## config.mk

```make
export PLATFORM = sky130hd
export DESIGN_NAME = dg_gate
export DESIGN_NICKNAME = d
export VERILOG_FILES = /design/src/hw/dg_pkg.sv /design/src/hw/dg_gate.sv /design/src/hw/dg_pwm.sv
export SDC_FILE = /design/constraint.sdc
export NUM_CORES = 1
export LEC_CHECK = 0
export ABC_AREA = 1
export BUFFER_PORTS_ARGS = -buffer_cell sky130_fd_sc_hd__buf_2
export CORE_MARGIN = 3
export CORE_UTILIZATION = 54
export DETAILED_ROUTE_END_ITERATION = 10
export MAX_ROUTING_LAYER = met4
export PLACE_DENSITY = 0.89
export SLEW_MARGIN = 10
export SYNTH_ARGS = -nofsm -noshare
export SYNTH_HDL_FRONTEND = slang
export SYNTH_SLANG_ARGS = --single-unit
export TNS_END_PERCENT = 30
```

## constraint.sdc

```tcl
create_clock -name sys_clk -period 1.55 [get_ports sys_clk]
set_input_delay 0.155 -clock sys_clk [delete_from_list [all_inputs] [get_ports sys_clk]]
set_output_delay 0.155 -clock sys_clk [all_outputs]
set_load 0.1 [all_outputs]
```

## src/hw/dg_pkg.sv

```systemverilog
// Purpose: Shared constants for the display enable gating block
// Assumes: 100 MHz sys_clk, APB register access
// Notes:   Byte offsets of the word-aligned registers
package dg_pkg;
  localparam int unsigned        NIB_W          = 4;
  localparam int unsigned        ADDR_W         = 8;
  // -------------------------------------------------------------
  // Register map
  // -------------------------------------------------------------
  localparam logic [7:0]         OFS_CTRL       = 8'h00;
  localparam logic [7:0]         OFS_LEVELS     = 8'h04;
  localparam logic [7:0]         OFS_STATUS     = 8'h08;
  // CTRL fields
  localparam int unsigned        CTRL_SEL_BIT   = 0;
  localparam int unsigned        CTRL_MAIN_LSB  = 4;
  // LEVELS fields
  localparam int unsigned        LVL_RED_LSB    = 0;
  localparam int unsigned        LVL_GRN_LSB    = 4;
  localparam int unsigned        LVL_BLU_LSB    = 8;
  localparam int unsigned        LVL_SEC_LSB    = 12;
  // STATUS fields
  localparam int unsigned        ST_GATE_BIT    = 0;
  localparam int unsigned        ST_COLOUR_BIT  = 1;
  localparam int unsigned        ST_SEC_BIT     = 2;
  localparam int unsigned        ST_MAIN_BIT    = 3;
  localparam int unsigned        ST_SHDN_BIT    = 4;
  // -------------------------------------------------------------
  // Resets and PWM
  // -------------------------------------------------------------
  localparam logic [3:0]         LEVEL_OFF      = 4'h0;
  localparam logic [3:0]         PWM_TOP        = 4'he;
  localparam logic [31:0]        DATA_ZERO      = 32'h0000_0000;
endpackage

```

## src/hw/dg_gate.sv

```systemverilog
// Purpose: Gate pin steering onto colour or secondary display
// Assumes: Gate pin asynchronous to sys_clk; APB master per protocol
// Notes:   Zero-wait APB slave; unmapped reads return zero
//
// Notes on behaviour
// - Select 0: pin gates colour display
// - Secondary lit at its nibble when pin high
// - Colour lit at its nibbles when pin high
// - Nothing lit means full shutdown
// - Unselected display ignores the gate pin
// - Pin acts directly, no further bus access
// - Colour duty is code over fifteen
// - Secondary code zero means off
//
// Decided for this implementation: the APB register port and the placing of the registers.
`timescale 1ns/1ps
module dg_gate (
  input  wire logic        sys_clk,           // 100 MHz clock
  input  wire logic        rst_b,             // Async reset, low
  input  wire logic        display_gate_pin,  // Async gate pin
  input  wire logic        psel,              // APB select
  input  wire logic        penable,           // APB enable
  input  wire logic        pwrite,            // APB direction
  input  wire logic [7:0]  paddr,             // APB byte address
  input  wire logic [31:0] pwdata,            // APB write data
  output logic      [31:0] prdata,            // APB read data
  output logic             pready,            // APB ready
  output logic             pslverr,           // APB error
  output logic             red_drive,         // Red PWM
  output logic             green_drive,       // Green PWM
  output logic             blue_drive,        // Blue PWM
  output logic             secondary_on,      // Secondary lit
  output logic       [3:0] secondary_level,   // Secondary level
  output logic             main_on,           // Main lit
  output logic       [3:0] main_level,        // Main level
  output logic             shutdown           // Full shutdown
);
  // -------------------------------------------------------------
  // Gate pin synchroniser
  // -------------------------------------------------------------
  // Reset low keeps gated enables off until the pin is seen
  logic gate_meta_r;
  logic gate_sync_r;
  always_ff @(posedge sys_clk or negedge rst_b) begin
    if (!rst_b) begin
      gate_meta_r <= 1'b0;
      gate_sync_r <= 1'b0;
    end else begin
      gate_meta_r <= display_gate_pin;
      gate_sync_r <= gate_meta_r;
    end
  end

  // -------------------------------------------------------------
  // Registers
  // -------------------------------------------------------------
  logic       gate_target_select_r;
  logic [3:0] main_level_nibble_r;
  logic [3:0] red_level_nibble_r;
  logic [3:0] green_level_nibble_r;
  logic [3:0] blue_level_nibble_r;
  logic [3:0] secondary_level_nibble_r;
  logic       wr_en;
  logic       rd_en;
  logic       hit;

  // Writes land only on the edge that completes the access phase
  assign wr_en = psel && penable && pready && pwrite;
  assign rd_en = psel && !penable && !pwrite;
  assign hit   = (paddr == dg_pkg::OFS_CTRL) ||
                 (paddr == dg_pkg::OFS_LEVELS) ||
                 (paddr == dg_pkg::OFS_STATUS);

  // Host writes select and levels before relying on the pin
  always_ff @(posedge sys_clk or negedge rst_b) begin
    if (!rst_b) begin
      gate_target_select_r <= 1'b0;
      main_level_nibble_r  <= dg_pkg::LEVEL_OFF;
    end else if (wr_en && paddr == dg_pkg::OFS_CTRL) begin
      gate_target_select_r <= pwdata[dg_pkg::CTRL_SEL_BIT];
      main_level_nibble_r  <=
        pwdata[dg_pkg::CTRL_MAIN_LSB +: dg_pkg::NIB_W];
    end
  end

  always_ff @(posedge sys_clk or negedge rst_b) begin
    if (!rst_b) begin
      red_level_nibble_r       <= dg_pkg::LEVEL_OFF;
      green_level_nibble_r     <= dg_pkg::LEVEL_OFF;
      blue_level_nibble_r      <= dg_pkg::LEVEL_OFF;
      secondary_level_nibble_r <= dg_pkg::LEVEL_OFF;
    end else if (wr_en && paddr == dg_pkg::OFS_LEVELS) begin
      red_level_nibble_r       <=
        pwdata[dg_pkg::LVL_RED_LSB +: dg_pkg::NIB_W];
      green_level_nibble_r     <=
        pwdata[dg_pkg::LVL_GRN_LSB +: dg_pkg::NIB_W];
      blue_level_nibble_r      <=
        pwdata[dg_pkg::LVL_BLU_LSB +: dg_pkg::NIB_W];
      secondary_level_nibble_r <=
        pwdata[dg_pkg::LVL_SEC_LSB +: dg_pkg::NIB_W];
    end
  end

  // -------------------------------------------------------------
  // Display enables
  // -------------------------------------------------------------
  logic colour_en;
  logic sec_en;
  logic colour_prog;
  logic sec_prog;
  logic main_prog;

  assign colour_prog = (red_level_nibble_r   != dg_pkg::LEVEL_OFF) ||
                       (green_level_nibble_r != dg_pkg::LEVEL_OFF) ||
                       (blue_level_nibble_r  != dg_pkg::LEVEL_OFF);
  assign sec_prog    = secondary_level_nibble_r != dg_pkg::LEVEL_OFF;
  assign main_prog   = main_level_nibble_r != dg_pkg::LEVEL_OFF;

  // Pin gates only the selected display, acting without bus traffic
  assign colour_en = colour_prog &&
                     (gate_target_select_r || gate_sync_r);
  assign sec_en    = sec_prog &&
                     (!gate_target_select_r || gate_sync_r);

  // -------------------------------------------------------------
  // Colour PWM, shared phase 0..14
  // -------------------------------------------------------------
  logic [3:0] phase_r;
  // Fifteen-clock period, so code fifteen never drops low
  always_ff @(posedge sys_clk or negedge rst_b) begin
    if (!rst_b) begin
      phase_r <= 4'h0;
    end else if (phase_r == dg_pkg::PWM_TOP) begin
      phase_r <= 4'h0;
    end else begin
      phase_r <= phase_r + 4'h1;
    end
  end

  dg_pwm u_red (
    .sys_clk (sys_clk),
    .rst_b   (rst_b),
    .phase   (phase_r),
    .code    (red_level_nibble_r),
    .enable  (colour_en),
    .pwm_out (red_drive)
  );
  dg_pwm u_green (
    .sys_clk (sys_clk),
    .rst_b   (rst_b),
    .phase   (phase_r),
    .code    (green_level_nibble_r),
    .enable  (colour_en),
    .pwm_out (green_drive)
  );
  dg_pwm u_blue (
    .sys_clk (sys_clk),
    .rst_b   (rst_b),
    .phase   (phase_r),
    .code    (blue_level_nibble_r),
    .enable  (colour_en),
    .pwm_out (blue_drive)
  );

  // -------------------------------------------------------------
  // White displays and shutdown
  // -------------------------------------------------------------
  always_ff @(posedge sys_clk or negedge rst_b) begin
    if (!rst_b) begin
      secondary_on    <= 1'b0;
      secondary_level <= dg_pkg::LEVEL_OFF;
      main_on         <= 1'b0;
      main_level      <= dg_pkg::LEVEL_OFF;
      shutdown        <= 1'b1;
    end else begin
      secondary_on    <= sec_en;
      secondary_level <= sec_en ? secondary_level_nibble_r
                                : dg_pkg::LEVEL_OFF;
      main_on         <= main_prog;
      main_level      <= main_level_nibble_r;
      shutdown        <= !(colour_en || sec_en || main_prog);
    end
  end

  // -------------------------------------------------------------
  // APB read side
  // -------------------------------------------------------------
  logic [31:0] rd_nxt;
  always_comb begin
    rd_nxt = dg_pkg::DATA_ZERO;
    if (paddr == dg_pkg::OFS_CTRL) begin
      rd_nxt[dg_pkg::CTRL_SEL_BIT] = gate_target_select_r;
      rd_nxt[dg_pkg::CTRL_MAIN_LSB +: dg_pkg::NIB_W] = main_level_nibble_r;
    end else if (paddr == dg_pkg::OFS_LEVELS) begin
      rd_nxt[dg_pkg::LVL_RED_LSB +: dg_pkg::NIB_W] = red_level_nibble_r;
      rd_nxt[dg_pkg::LVL_GRN_LSB +: dg_pkg::NIB_W] = green_level_nibble_r;
      rd_nxt[dg_pkg::LVL_BLU_LSB +: dg_pkg::NIB_W] = blue_level_nibble_r;
      rd_nxt[dg_pkg::LVL_SEC_LSB +: dg_pkg::NIB_W] =
        secondary_level_nibble_r;
    end else if (paddr == dg_pkg::OFS_STATUS) begin
      rd_nxt[dg_pkg::ST_GATE_BIT]   = gate_sync_r;
      rd_nxt[dg_pkg::ST_COLOUR_BIT] = colour_en;
      rd_nxt[dg_pkg::ST_SEC_BIT]    = sec_en;
      rd_nxt[dg_pkg::ST_MAIN_BIT]   = main_prog;
      rd_nxt[dg_pkg::ST_SHDN_BIT]   = shutdown;
    end
  end

  // Zero-wait slave: pready held high so outputs stay registered
  always_ff @(posedge sys_clk or negedge rst_b) begin
    if (!rst_b) begin
      prdata  <= dg_pkg::DATA_ZERO;
      pready  <= 1'b0;
      pslverr <= 1'b0;
    end else begin
      pready  <= 1'b1;
      pslverr <= psel && !penable && !hit;
      prdata  <= rd_en ? rd_nxt : prdata;
    end
  end
endmodule

```

## src/hw/dg_pwm.sv

```systemverilog
// Purpose: Linear duty PWM channel, duty code/15
// Assumes: Shared phase counter runs 0..14
// Notes:   Code 0 never high, code 15 always high
`timescale 1ns/1ps
module dg_pwm (
  input  wire logic       sys_clk,  // Clock
  input  wire logic       rst_b,    // Async reset, low
  input  wire logic [3:0] phase,    // Shared phase 0..14
  input  wire logic [3:0] code,     // Duty code
  input  wire logic       enable,   // Channel enable
  output logic            pwm_out   // Registered output
);
  always_ff @(posedge sys_clk or negedge rst_b) begin
    if (!rst_b) begin
      pwm_out <= 1'b0;
    end else begin
      pwm_out <= enable && (phase < code);
    end
  end
endmodule

```

Word-level counts from Yosys, hierarchy flattened. Index checks and enable logic that the tools add are counted.

Flip-flop bits (word level): 59. Latch bits: 0. Memory bits (writable): 0. Bits in read-only memories: 0. Input bits: 46. Output and inout port bits: 48. Word-level logic and storage cells: 68. Memories kept: 0.

$add $sub $neg: 1. Multipliers: 0. Divide/modulo/power cells: 0. Magnitude comparators: 3. Equality and inequality tests: 3. Shifts and indexed selects: 0. Mux-type cells: 9. Bitwise gates (word level): 0. Reductions and logical operators: 32.

Operators by type and width (number): nonzero test 4 bit (5); logical AND 1 bit (13); < comparator 4 bit (3); 2-to-1 mux 4 bit (3); 2-to-1 mux 11 bit (1); 2-to-1 mux 5 bit (2); equality test 8 x 3 -> 1 bit (second input constant) (1); equality test 8 x 4 -> 1 bit (second input constant) (1); logical NOT 8 bit (1); logical OR 1 bit (8); 2-to-1 mux 8 bit (1); logical NOT 1 bit (5); adder 4 x 1 -> 4 bit (second input constant) (1); equality test 4 bit (second input constant) (1); 2-to-1 mux 3 bit (1); 2-to-1 mux 1 bit (1).

Longest topological paths before layout. Gate-level depths: netlist of run 1.

Depth after elaboration: 7. Mapped depth: 9.

By module. Synthesis of run 1 repeated with hierarchy kept, for this count alone.

Cell total of the unflattened synthesis: 316. Area total of the unflattened synthesis: 2839.0 um^2.

Modules (own cells, without submodules): dg_gate (times used 1, cells an instance 265, area each 2478.6 um^2); dg_pwm (times used 3, cells an instance 17, area each 120.1 um^2).

Worst setup path after synthesis of run 1. OpenSTA, ideal clock, no wires.

Path kind: register -> register. Start: reg pready. End: reg secondary_level_nibble_r[3]. Setup time: 119 ps. Arrival: 1669 ps. Setup slack: -238 ps. Cell stages (with the launch flop): 6. Buffers on the path: 1. Period minus slack after synthesis: 1788 ps. Cell sequence: dfrtp_1 > nand3_1 > nor2_4 > nand2_4 > buf_6 > o21a_1.

Cells in the longest elaborated chain, start to end: 3.

Ends and longest elaborated chain: from (decl) (RTL line dg_gate.sv:27) `output logic pready,`; from (signal assigned) (RTL line dg_gate.sv:213) `pready <= 1'b0;`; from (signal assigned) (RTL line dg_gate.sv:216) `pready <= 1'b1;`; logical AND 1 bit (2 in series) (RTL line dg_gate.sv:68) `assign wr_en = psel && penable && pready && pwrite;`; logical AND 1 bit (RTL line dg_gate.sv:92) `end else if (wr_en && paddr == dg_pkg::OFS_LEVELS) begin`; to (signal assigned) (RTL line dg_gate.sv:91) `secondary_level_nibble_r <= dg_pkg::LEVEL_OFF;`; to (signal assigned) (RTL line dg_gate.sv:99) `secondary_level_nibble_r <=`; to (decl) (RTL line dg_gate.sv:62) `logic [3:0] secondary_level_nibble_r;`.

Every way passes these cells. A chain may end at the register's enable or synchronous reset.

Worst setup path after layout of run 1.
Start: reg shutdown. End: out shutdown.

RTL lines: from (decl) (RTL line dg_gate.sv:36) `output logic shutdown`; from (signal assigned) (RTL line dg_gate.sv:181) `shutdown <= !(colour_en || sec_en || main_prog);`.

No word-level cell between the ends.

==> results by group, run 1 <==
Outcome
  – Status: completed

Clock tree
  – Post-CTS sizing: 0
  – CTS max path bufs: 2
  – Clk Latency, worst-skew pair: ~0.34 ns
  – Clock root cell: clkbuf_8
  – Cts bufs inserted: 9
  – CTS tree: done
  – Clk slew on worst S/H paths: around 0.060 ns
  – CTS sink cnt: between 50 and 60
  – H-tree levels: 3

Synth
  – Syn Area/Cell: 8.88 um^2
  – YS warnings: 0
  – Yosys reg bits: between 50 and 60
  – Synth cell types: 26
  – Register area share after synthesis: a little over half
  – Ys flop type: dfrtp_1
  – Post-synth ARST share: between 90% and 100%
  – Post-synth EDFFs: 0
  – Post-synthesis cell count: slightly above 300
  – Synthesized area: 2740 um^2

Global route
  – First-pass GRT wire length: about 9300 um
  – Largest net degree at the start of global routing: 33
  – GR Util All Layers: about 21%
  – Vias in the first global route: about 2.1k
  – Grt ovf: 0
  – Antenna violations before repair: 0

Floorplanning
  – I/O pins: between 90 and 100
  – Row count: 25
  – Die height: ~77 um
  – CORE AREA: 4820 um^2
  – Initial Utilization: between 50% and 60%
  – Overall die width: between 70 and 80 um
  – Full die area: 5970 um^2

Worst setup path
  – Worst setup SP type: register
  – Top Family by Delay on Critical Path: flip-flops
  – Critical Path RT: between 1 and 1.5 ns
  – Worst Path Buf+Inv: 1
  – Critical path arrival: roughly 1.3 ns
  – R2r setup slk: approximately 0.25 ns
  – Crit path cell chain: buf_2
  – Crit-path max FO: 2
  – Worst Reg-to-Reg Cells: 7
  – Crit-path slowest cell: dfstp_2
  – Critical path class: register to primary output
  – Worst r2r src: gate_target_select_r$_DFFE_PN0P_
  – CP endpoint kind: primary output
  – CP peak stage delay: 0.53 ns
  – Reg-to-reg critical path endpoint: prdata[2]$_DFFE_PN0P_

Timing
  – Final period util: 93.5%
  – Fmax: around 690 MHz
  – Final setup vio count: 0
  – Worst slew pin tran: ~0.53 ns
  – Setup tns final: 0 ns
  – Period minus WS final: about 1.4 ns
  – RSZ-0062 raised after global routing: false
  – Slew Viols, Final: 0
  – Slew Limit Headroom: between 60 and 70%
  – Layout Skew: approximately 0.0087 ns
  – Final hold vios: 0

Pwr
  – Power share of the sequential group: about half
  – Int Power: 2.29 mW
  – Leak pwr: 1.78 nW
  – Net switching fraction of the power: between 20% and 30%
  – PwrDens: just under 1000 nW/um^2
  – Switch Pwr: between 0.9 and 1 mW
  – Combinational share of power: 12.7%
  – Worst VDD drop: approximately 0.53 mV
  – Power share of the clock group: a little under two fifths

Worst hold path
  – Hold Path Class: input port to register
  – Worst Hold Path EP: blue_level_nibble_r[3]$_DFFE_PN0P_
  – Worst Hold Path Cells: 2
  – HP Start: pwdata[11]

Detailed routing
  – Drt wl/cell: between 10 and 15 um
  – DRC Markers: 0
  – TritonRoute pass-1 iters: 4
  – DRT antenna net count: 0
  – 1st-iter DRT viols: approximately 190
  – Vias per cell: 4.80
  – Via count: roughly 2.2k
  – Total Routed Length: 5690 um

Finish
  – Ant diodes: 0
  – Final #Nets: ~440
  – Fin cells: roughly 450
  – Area Overhead vs Synth: 19.2%
  – Fraction of layout cells with a size suffix above 1: between 20% and 30%

Place
  – Placed cells: 436
  – Routability congestion estimate: around 0.86
  – PortBufs: 61
  – Final HPWL DP: about 4200 um

Flow run
  – Max_cap viols: 0
==> area by class of cell <==
class / count / area [um^2]
Tap cell: 67 / 83.8
Timing Repair Buffer: 68 / 375
Inverter: 38 / 149
Clock buffer: 14 / 163
Sequential cell: 59 / 1480
Clock inverter: 2 / 10.0
Fill cell: 394 / 1550
Multi-Input combinational cell: 206 / 1010
==> stage by stage <==
stage | power [mW] | hold WS (ns) | setup slack [ns] | area [um^2] | utilization (%)
CTS | 3.20 | 0.0248 | 0.100 | 3270 | 67.9
finish | 3.19 | 0.0242 | 0.101 | 3270 | 67.9
global route | 3.29 | 0.0331 | 0.0924 | 3270 | 67.9
detailed placement | 2.00 | 0.154 | 0.210 | 3080 | 63.9
global placement | 1.99 | 0.149 | 0.274 | 3080 | 63.9
floorplan | 1.92 | -0.141 | 0.0645 | 2800 | -
==> cells by family after synthesis <==
| group | Yosys count | share of synthesized area (%) |
|---|---|---|
| and+or+nand+nor | 131 | 20.2 |
| buffers and inverters | 59 | 11.4 |
| DFF | 59 | 53.9 |
| AOI/OAI and AO/OA | 49 | 10.2 |
| adders and majority gates | 9 | 4.10 |
| other | 2 | 0.274 |
==> sequential cells by signal (all words and copies together), names as in the netlist, 4 cells and up <==
name	cells
green_level_nibble_r	4
secondary_level_nibble_r	4
prdata	16
blue_level_nibble_r	4
secondary_level	4
phase_r	4
red_level_nibble_r	4
main_level	4
main_level_nibble_r	4
==> cell usage after synthesis, types with 2 or more instances <==
library cell / n / area (um^2)
nand2_1: 77 / 289
dfrtp_1: 58 / 1450
inv_1: 35 / 131
nor2_1: 31 / 116
buf_4: 16 / 120
o21ai_0: 16 / 80.1
o21a_1: 11 / 82.6
a21oi_1: 10 / 50.1
ha_1: 9 / 113
nand3_1: 9 / 45.0
o21ai_1: 9 / 45.0
nand2_2: 6 / 37.5
buf_6: 3 / 33.8
conb_1: 2 / 7.51
nand2_4: 2 / 22.5
nor2_2: 2 / 12.5
nor2_4: 2 / 22.5
nor3_1: 2 / 10.0
o211ai_1: 2 / 15.0
==> metal layers <==
metal | global-route usage [%] | routed length, um | up-vias
met5 | - | 0 | -
met4 | 11.4 | 170 | 0
met3 | 3.87 | 323 | 16
met2 | 32.6 | 2840 | 71
met1 | 25.4 | 2350 | 1012
li1 | - | - | 1080
==> worst max-delay path by stage <==
stage | depth (start not counted) | startpoint | endpoint
floorplan | 5 | pready$_DFF_PN0_ | secondary_level_nibble_r[3]$_DFFE_PN0P_
global placement | 8 | paddr[7] | secondary_level_nibble_r[0]$_DFFE_PN0P_
detailed placement | 8 | paddr[5] | secondary_level_nibble_r[0]$_DFFE_PN0P_
CTS | 1 | shutdown$_DFF_PN1_ | shutdown
global route | 1 | shutdown$_DFF_PN1_ | shutdown
finish | 1 | shutdown$_DFF_PN1_ | shutdown
==> layout by cell type (no fill, tap or decap), drive strengths merged <==
cell type and n:
nand2 85, nor2 35, clkbuf 14, nand3 9, o21a 11, ha 9, clkinv 3, nor3 2
o21ai 25, buf 66, dfrtp 58, a21oi 10, o211ai 2, inv 37, conb 17, a31oi 1
dlygate4sd3 2, dfstp 1
==> power groups by stage <==
stage / combinational [mW] / sequential, mW / clock [mW]
after global routing: 0.428 / 1.57 / 1.29
after global placement: 0.398 / 1.59 / 0
after detailed placement: 0.401 / 1.59 / 0
final: 0.405 / 1.57 / 1.22
after floorplan: 0.249 / 1.67 / 0
after CTS: 0.406 / 1.57 / 1.23
==> timing repair <==
item / in CTS / in global routing
buffers inserted: 0 / 0
hold buffers: 2 / 0
hold endpoints to repair: 19 / 0
Note: power is estimated with default switching activity, not from simulation.
==> inputs of run 2 (changes only) <==
--- a/config.mk
+++ b/config.mk
@@ -7,11 +7,12 @@
 export LEC_CHECK = 0
 export ABC_AREA = 1
 export BUFFER_PORTS_ARGS = -buffer_cell sky130_fd_sc_hd__buf_2
+export CAP_MARGIN = 40
 export CORE_MARGIN = 3
 export CORE_UTILIZATION = 54
 export DETAILED_ROUTE_END_ITERATION = 10
 export MAX_ROUTING_LAYER = met4
-export PLACE_DENSITY = 0.89
+export PLACE_DENSITY = 0.85
 export SLEW_MARGIN = 10
 export SYNTH_ARGS = -nofsm -noshare
 export SYNTH_HDL_FRONTEND = slang
==> run 2 against run 1 <==
Compared with the run above:
- clock skew is 0.0028 ns lower
- combinational power hardly changed
- global-route usage is 0.88 points higher
- critical path type unchanged
- largest cell class unchanged
- largest power group unchanged
- highest routed layer unchanged
==> results by group, run 2 (synthesis results as in run 1) <==
Detailed routing
  – DRC Markers: 0 (unchanged)
  – Drt wl/cell: 12.5 um (-0.22%)
  – Via count: 2,185 (+0.28%)
  – Vias per cell: 4.84 (+0.94%)
  – TritonRoute pass-1 iters: 4 (unchanged)
  – DRT antenna net count: 0 (unchanged)
  – Total Routed Length: 5640 um (-0.88%)
  – 1st-iter DRT viols: 105 (-46%)

Clock tree
  – Post-CTS setup buffers: 0 (unchanged)
  – Clock root cell: clkbuf_8
  – CTS sink cnt: 59 (unchanged)
  – CTS tree: done
  – Clk Latency, worst-skew pair: 0.33 ns (about the same)
  – CTS max path bufs: 2 (unchanged)
  – Clk slew on worst S/H paths: 0.06 ns (about the same)
  – Cts bufs inserted: 9 (unchanged)
  – H-tree levels: 3 (unchanged)

Worst setup path
  – Critical Path RT: 1.39 ns (about the same)
  – Critical path origin: shutdown$_DFF_PN1_
  – CP peak stage delay: 0.54 ns (about the same)
  – Worst setup SP type: register
  – Crit path cell chain: buf_2
  – Critical path class: register to primary output
  – CP endpoint kind: primary output
  – Critical path arrival: 1.29 ns (about the same)
  – Worst r2r src: pready$_DFF_PN0_
  – Top Family by Delay on Critical Path: flip-flops
  – R2r setup slk: 0.35 ns (+0.10 ns)
  – Crit-path slowest cell: dfstp_2
  – Crit-path max FO: 2 (unchanged)
  – Worst Path Buf+Inv: 1 (unchanged)

Timing
  – Slew Viols, Final: 0 (unchanged)
  – Final hold vios: 0 (unchanged)
  – Period minus WS final: 1.45 ns (-0.00213 ns)
  – Setup tns final: 0 ns (unchanged)
  – WHS: 0.0283 ns (+0.00415 ns)
  – Layout Skew: 0.00592 ns (-0.00282 ns)
  – RSZ-0062 raised after global routing: false
  – Final period util: 93.3% (-0.14 points)
  – Fmax: 691 MHz (+0.15%)
  – Final setup vio count: 0 (unchanged)

Floorplanning
  – Die height: 77.3 um (unchanged)
  – Row count: 25 (unchanged)
  – Initial Utilization: 57.0% (unchanged)
  – Full die area: 5970 um^2 (unchanged)
  – Overall die width: 77.3 um (unchanged)
  – CORE AREA: 4820 um^2 (unchanged)
  – I/O pins: 94 (unchanged)

Finish
  – Fillcell total: 394 (unchanged)
  – Max reg flops: 16 (unchanged)
  – Final #Nets: 435 (-0.46%)
  – Fraction of layout cells with a size suffix above 1: 24.5% (-0.33 points)
  – Area Overhead vs Synth: 19.9%
  – Most frequent cells in the layout: nand2_1 (77), buf_2 (61), dfrtp_1 (57)
  – Final instance area: 3290 um^2 (+0.57%)
  – Ant diodes: 0 (unchanged)
  – Commonest non-fill, non-tap cell in the layout: nand2_1
  – Register with the highest flop count: prdata

Place
  – PortBufs: 61 (unchanged)
  – Post-DP Area: 3080 um^2 (about the same)
  – Final HPWL DP: 4090 um (-3.0%)
  – Routability congestion estimate: 0.846 (-2.0%)

Worst hold path
  – HP Start: pwdata[11]
  – Hold Path Class: input port to register

Global route
  – Largest net degree at the start of global routing: 36 (+9.1%)
  – GR Util All Layers: 21.7% (+0.88 points)
  – First-pass GRT wire length: 9700 um (+3.8%)
  – Antenna violations before repair: 0 (unchanged)
  – Grt ovf: 0 (unchanged)
  – Vias in the first global route: 2,185 (+6.4%)

Pwr
  – Leak pwr: 1.78 nW (+0.23%)
  – PwrDens: 1020 nW/um^2 (+4.2%)
  – Total Power: 3.34 mW (+4.8%)
  – Worst VDD drop: 0.508 mV (-3.3%)

Flow run
  – Max_cap viols: 0 (unchanged)

Outcome
  – Status: completed
run 2: cell types whose count changed in the layout (fill, tap and decap cells not counted):
cell / change
buf_12: +1
buf_4: -3
bufinv_16: +1
clkbuf_1: -1
clkinv_2: -1
run 2: power breakdown:
part           total [mW]  internal (mW)  switching [mW]  leakage [nW]
Clock                1.37          0.819           0.551        0.0995
Sequential           1.57           1.56         0.00824         0.719
Combinational       0.406         0.0650           0.341         0.966
Total                3.34           2.44           0.901          1.78
run 2: worst register-to-register path, cell delays in order, from the launching register on:
cell and delay, ns:
dfrtp_2 0.35, nand3_1 0.12, nor2_4 0.14, nand2_4 0.22, o21a_1 0.26
run 2: area by class of cell:
type | count | area (um^2) | area share, %
sequential | 59 | 1480 | 45.0
multi-input combinational | 206 | 1010 | 30.7
timing repair buffer | 66 | 373 | 11.3
clock buffer | 13 | 159 | 4.83
inverter | 38 | 149 | 4.53
tap | 67 | 83.8 | 2.55
clock inverter | 2 | 35.0 | 1.07
run 2: final timing paths:
check,to,depth (start not counted)
setup reg to reg,secondary_level_nibble_r[1]$_DFFE_PN0P_,4
hold reg to reg,gate_sync_r$_DFF_PN0_,0
max in group asynchronous,shutdown$_DFF_PN1_,3
setup / recovery,shutdown,1
min in group asynchronous,main_level[3]$_DFF_PN0_,3
hold / removal,blue_level_nibble_r[3]$_DFFE_PN0P_,2
run 2: stage by stage:
step / util (%) / setup WS (ns) / cells
after floorplan: - / 0.0645 / 324
after global placement: 63.8 / 0.270 / 434
after detailed placement: 63.8 / 0.221 / 434
after CTS: 68.3 / 0.0929 / 451
after global routing: 68.3 / 0.0635 / 451
final: 68.3 / 0.103 / 451
run 2: routing by layer:
layer	vias up	routed length [um]	GRT usage, %
met1	1034	2370	24.2
met2	60	2830	35.6
met5	-	0	-
met3	17	258	5.75
met4	0	174	11.2
li1	1074	-	-
run 2: timing repair:
action / in CTS / in global routing
hold endpoints to repair: 59 / 0
gates resized for setup: 0 / 0
hold buffers: 2 / 0
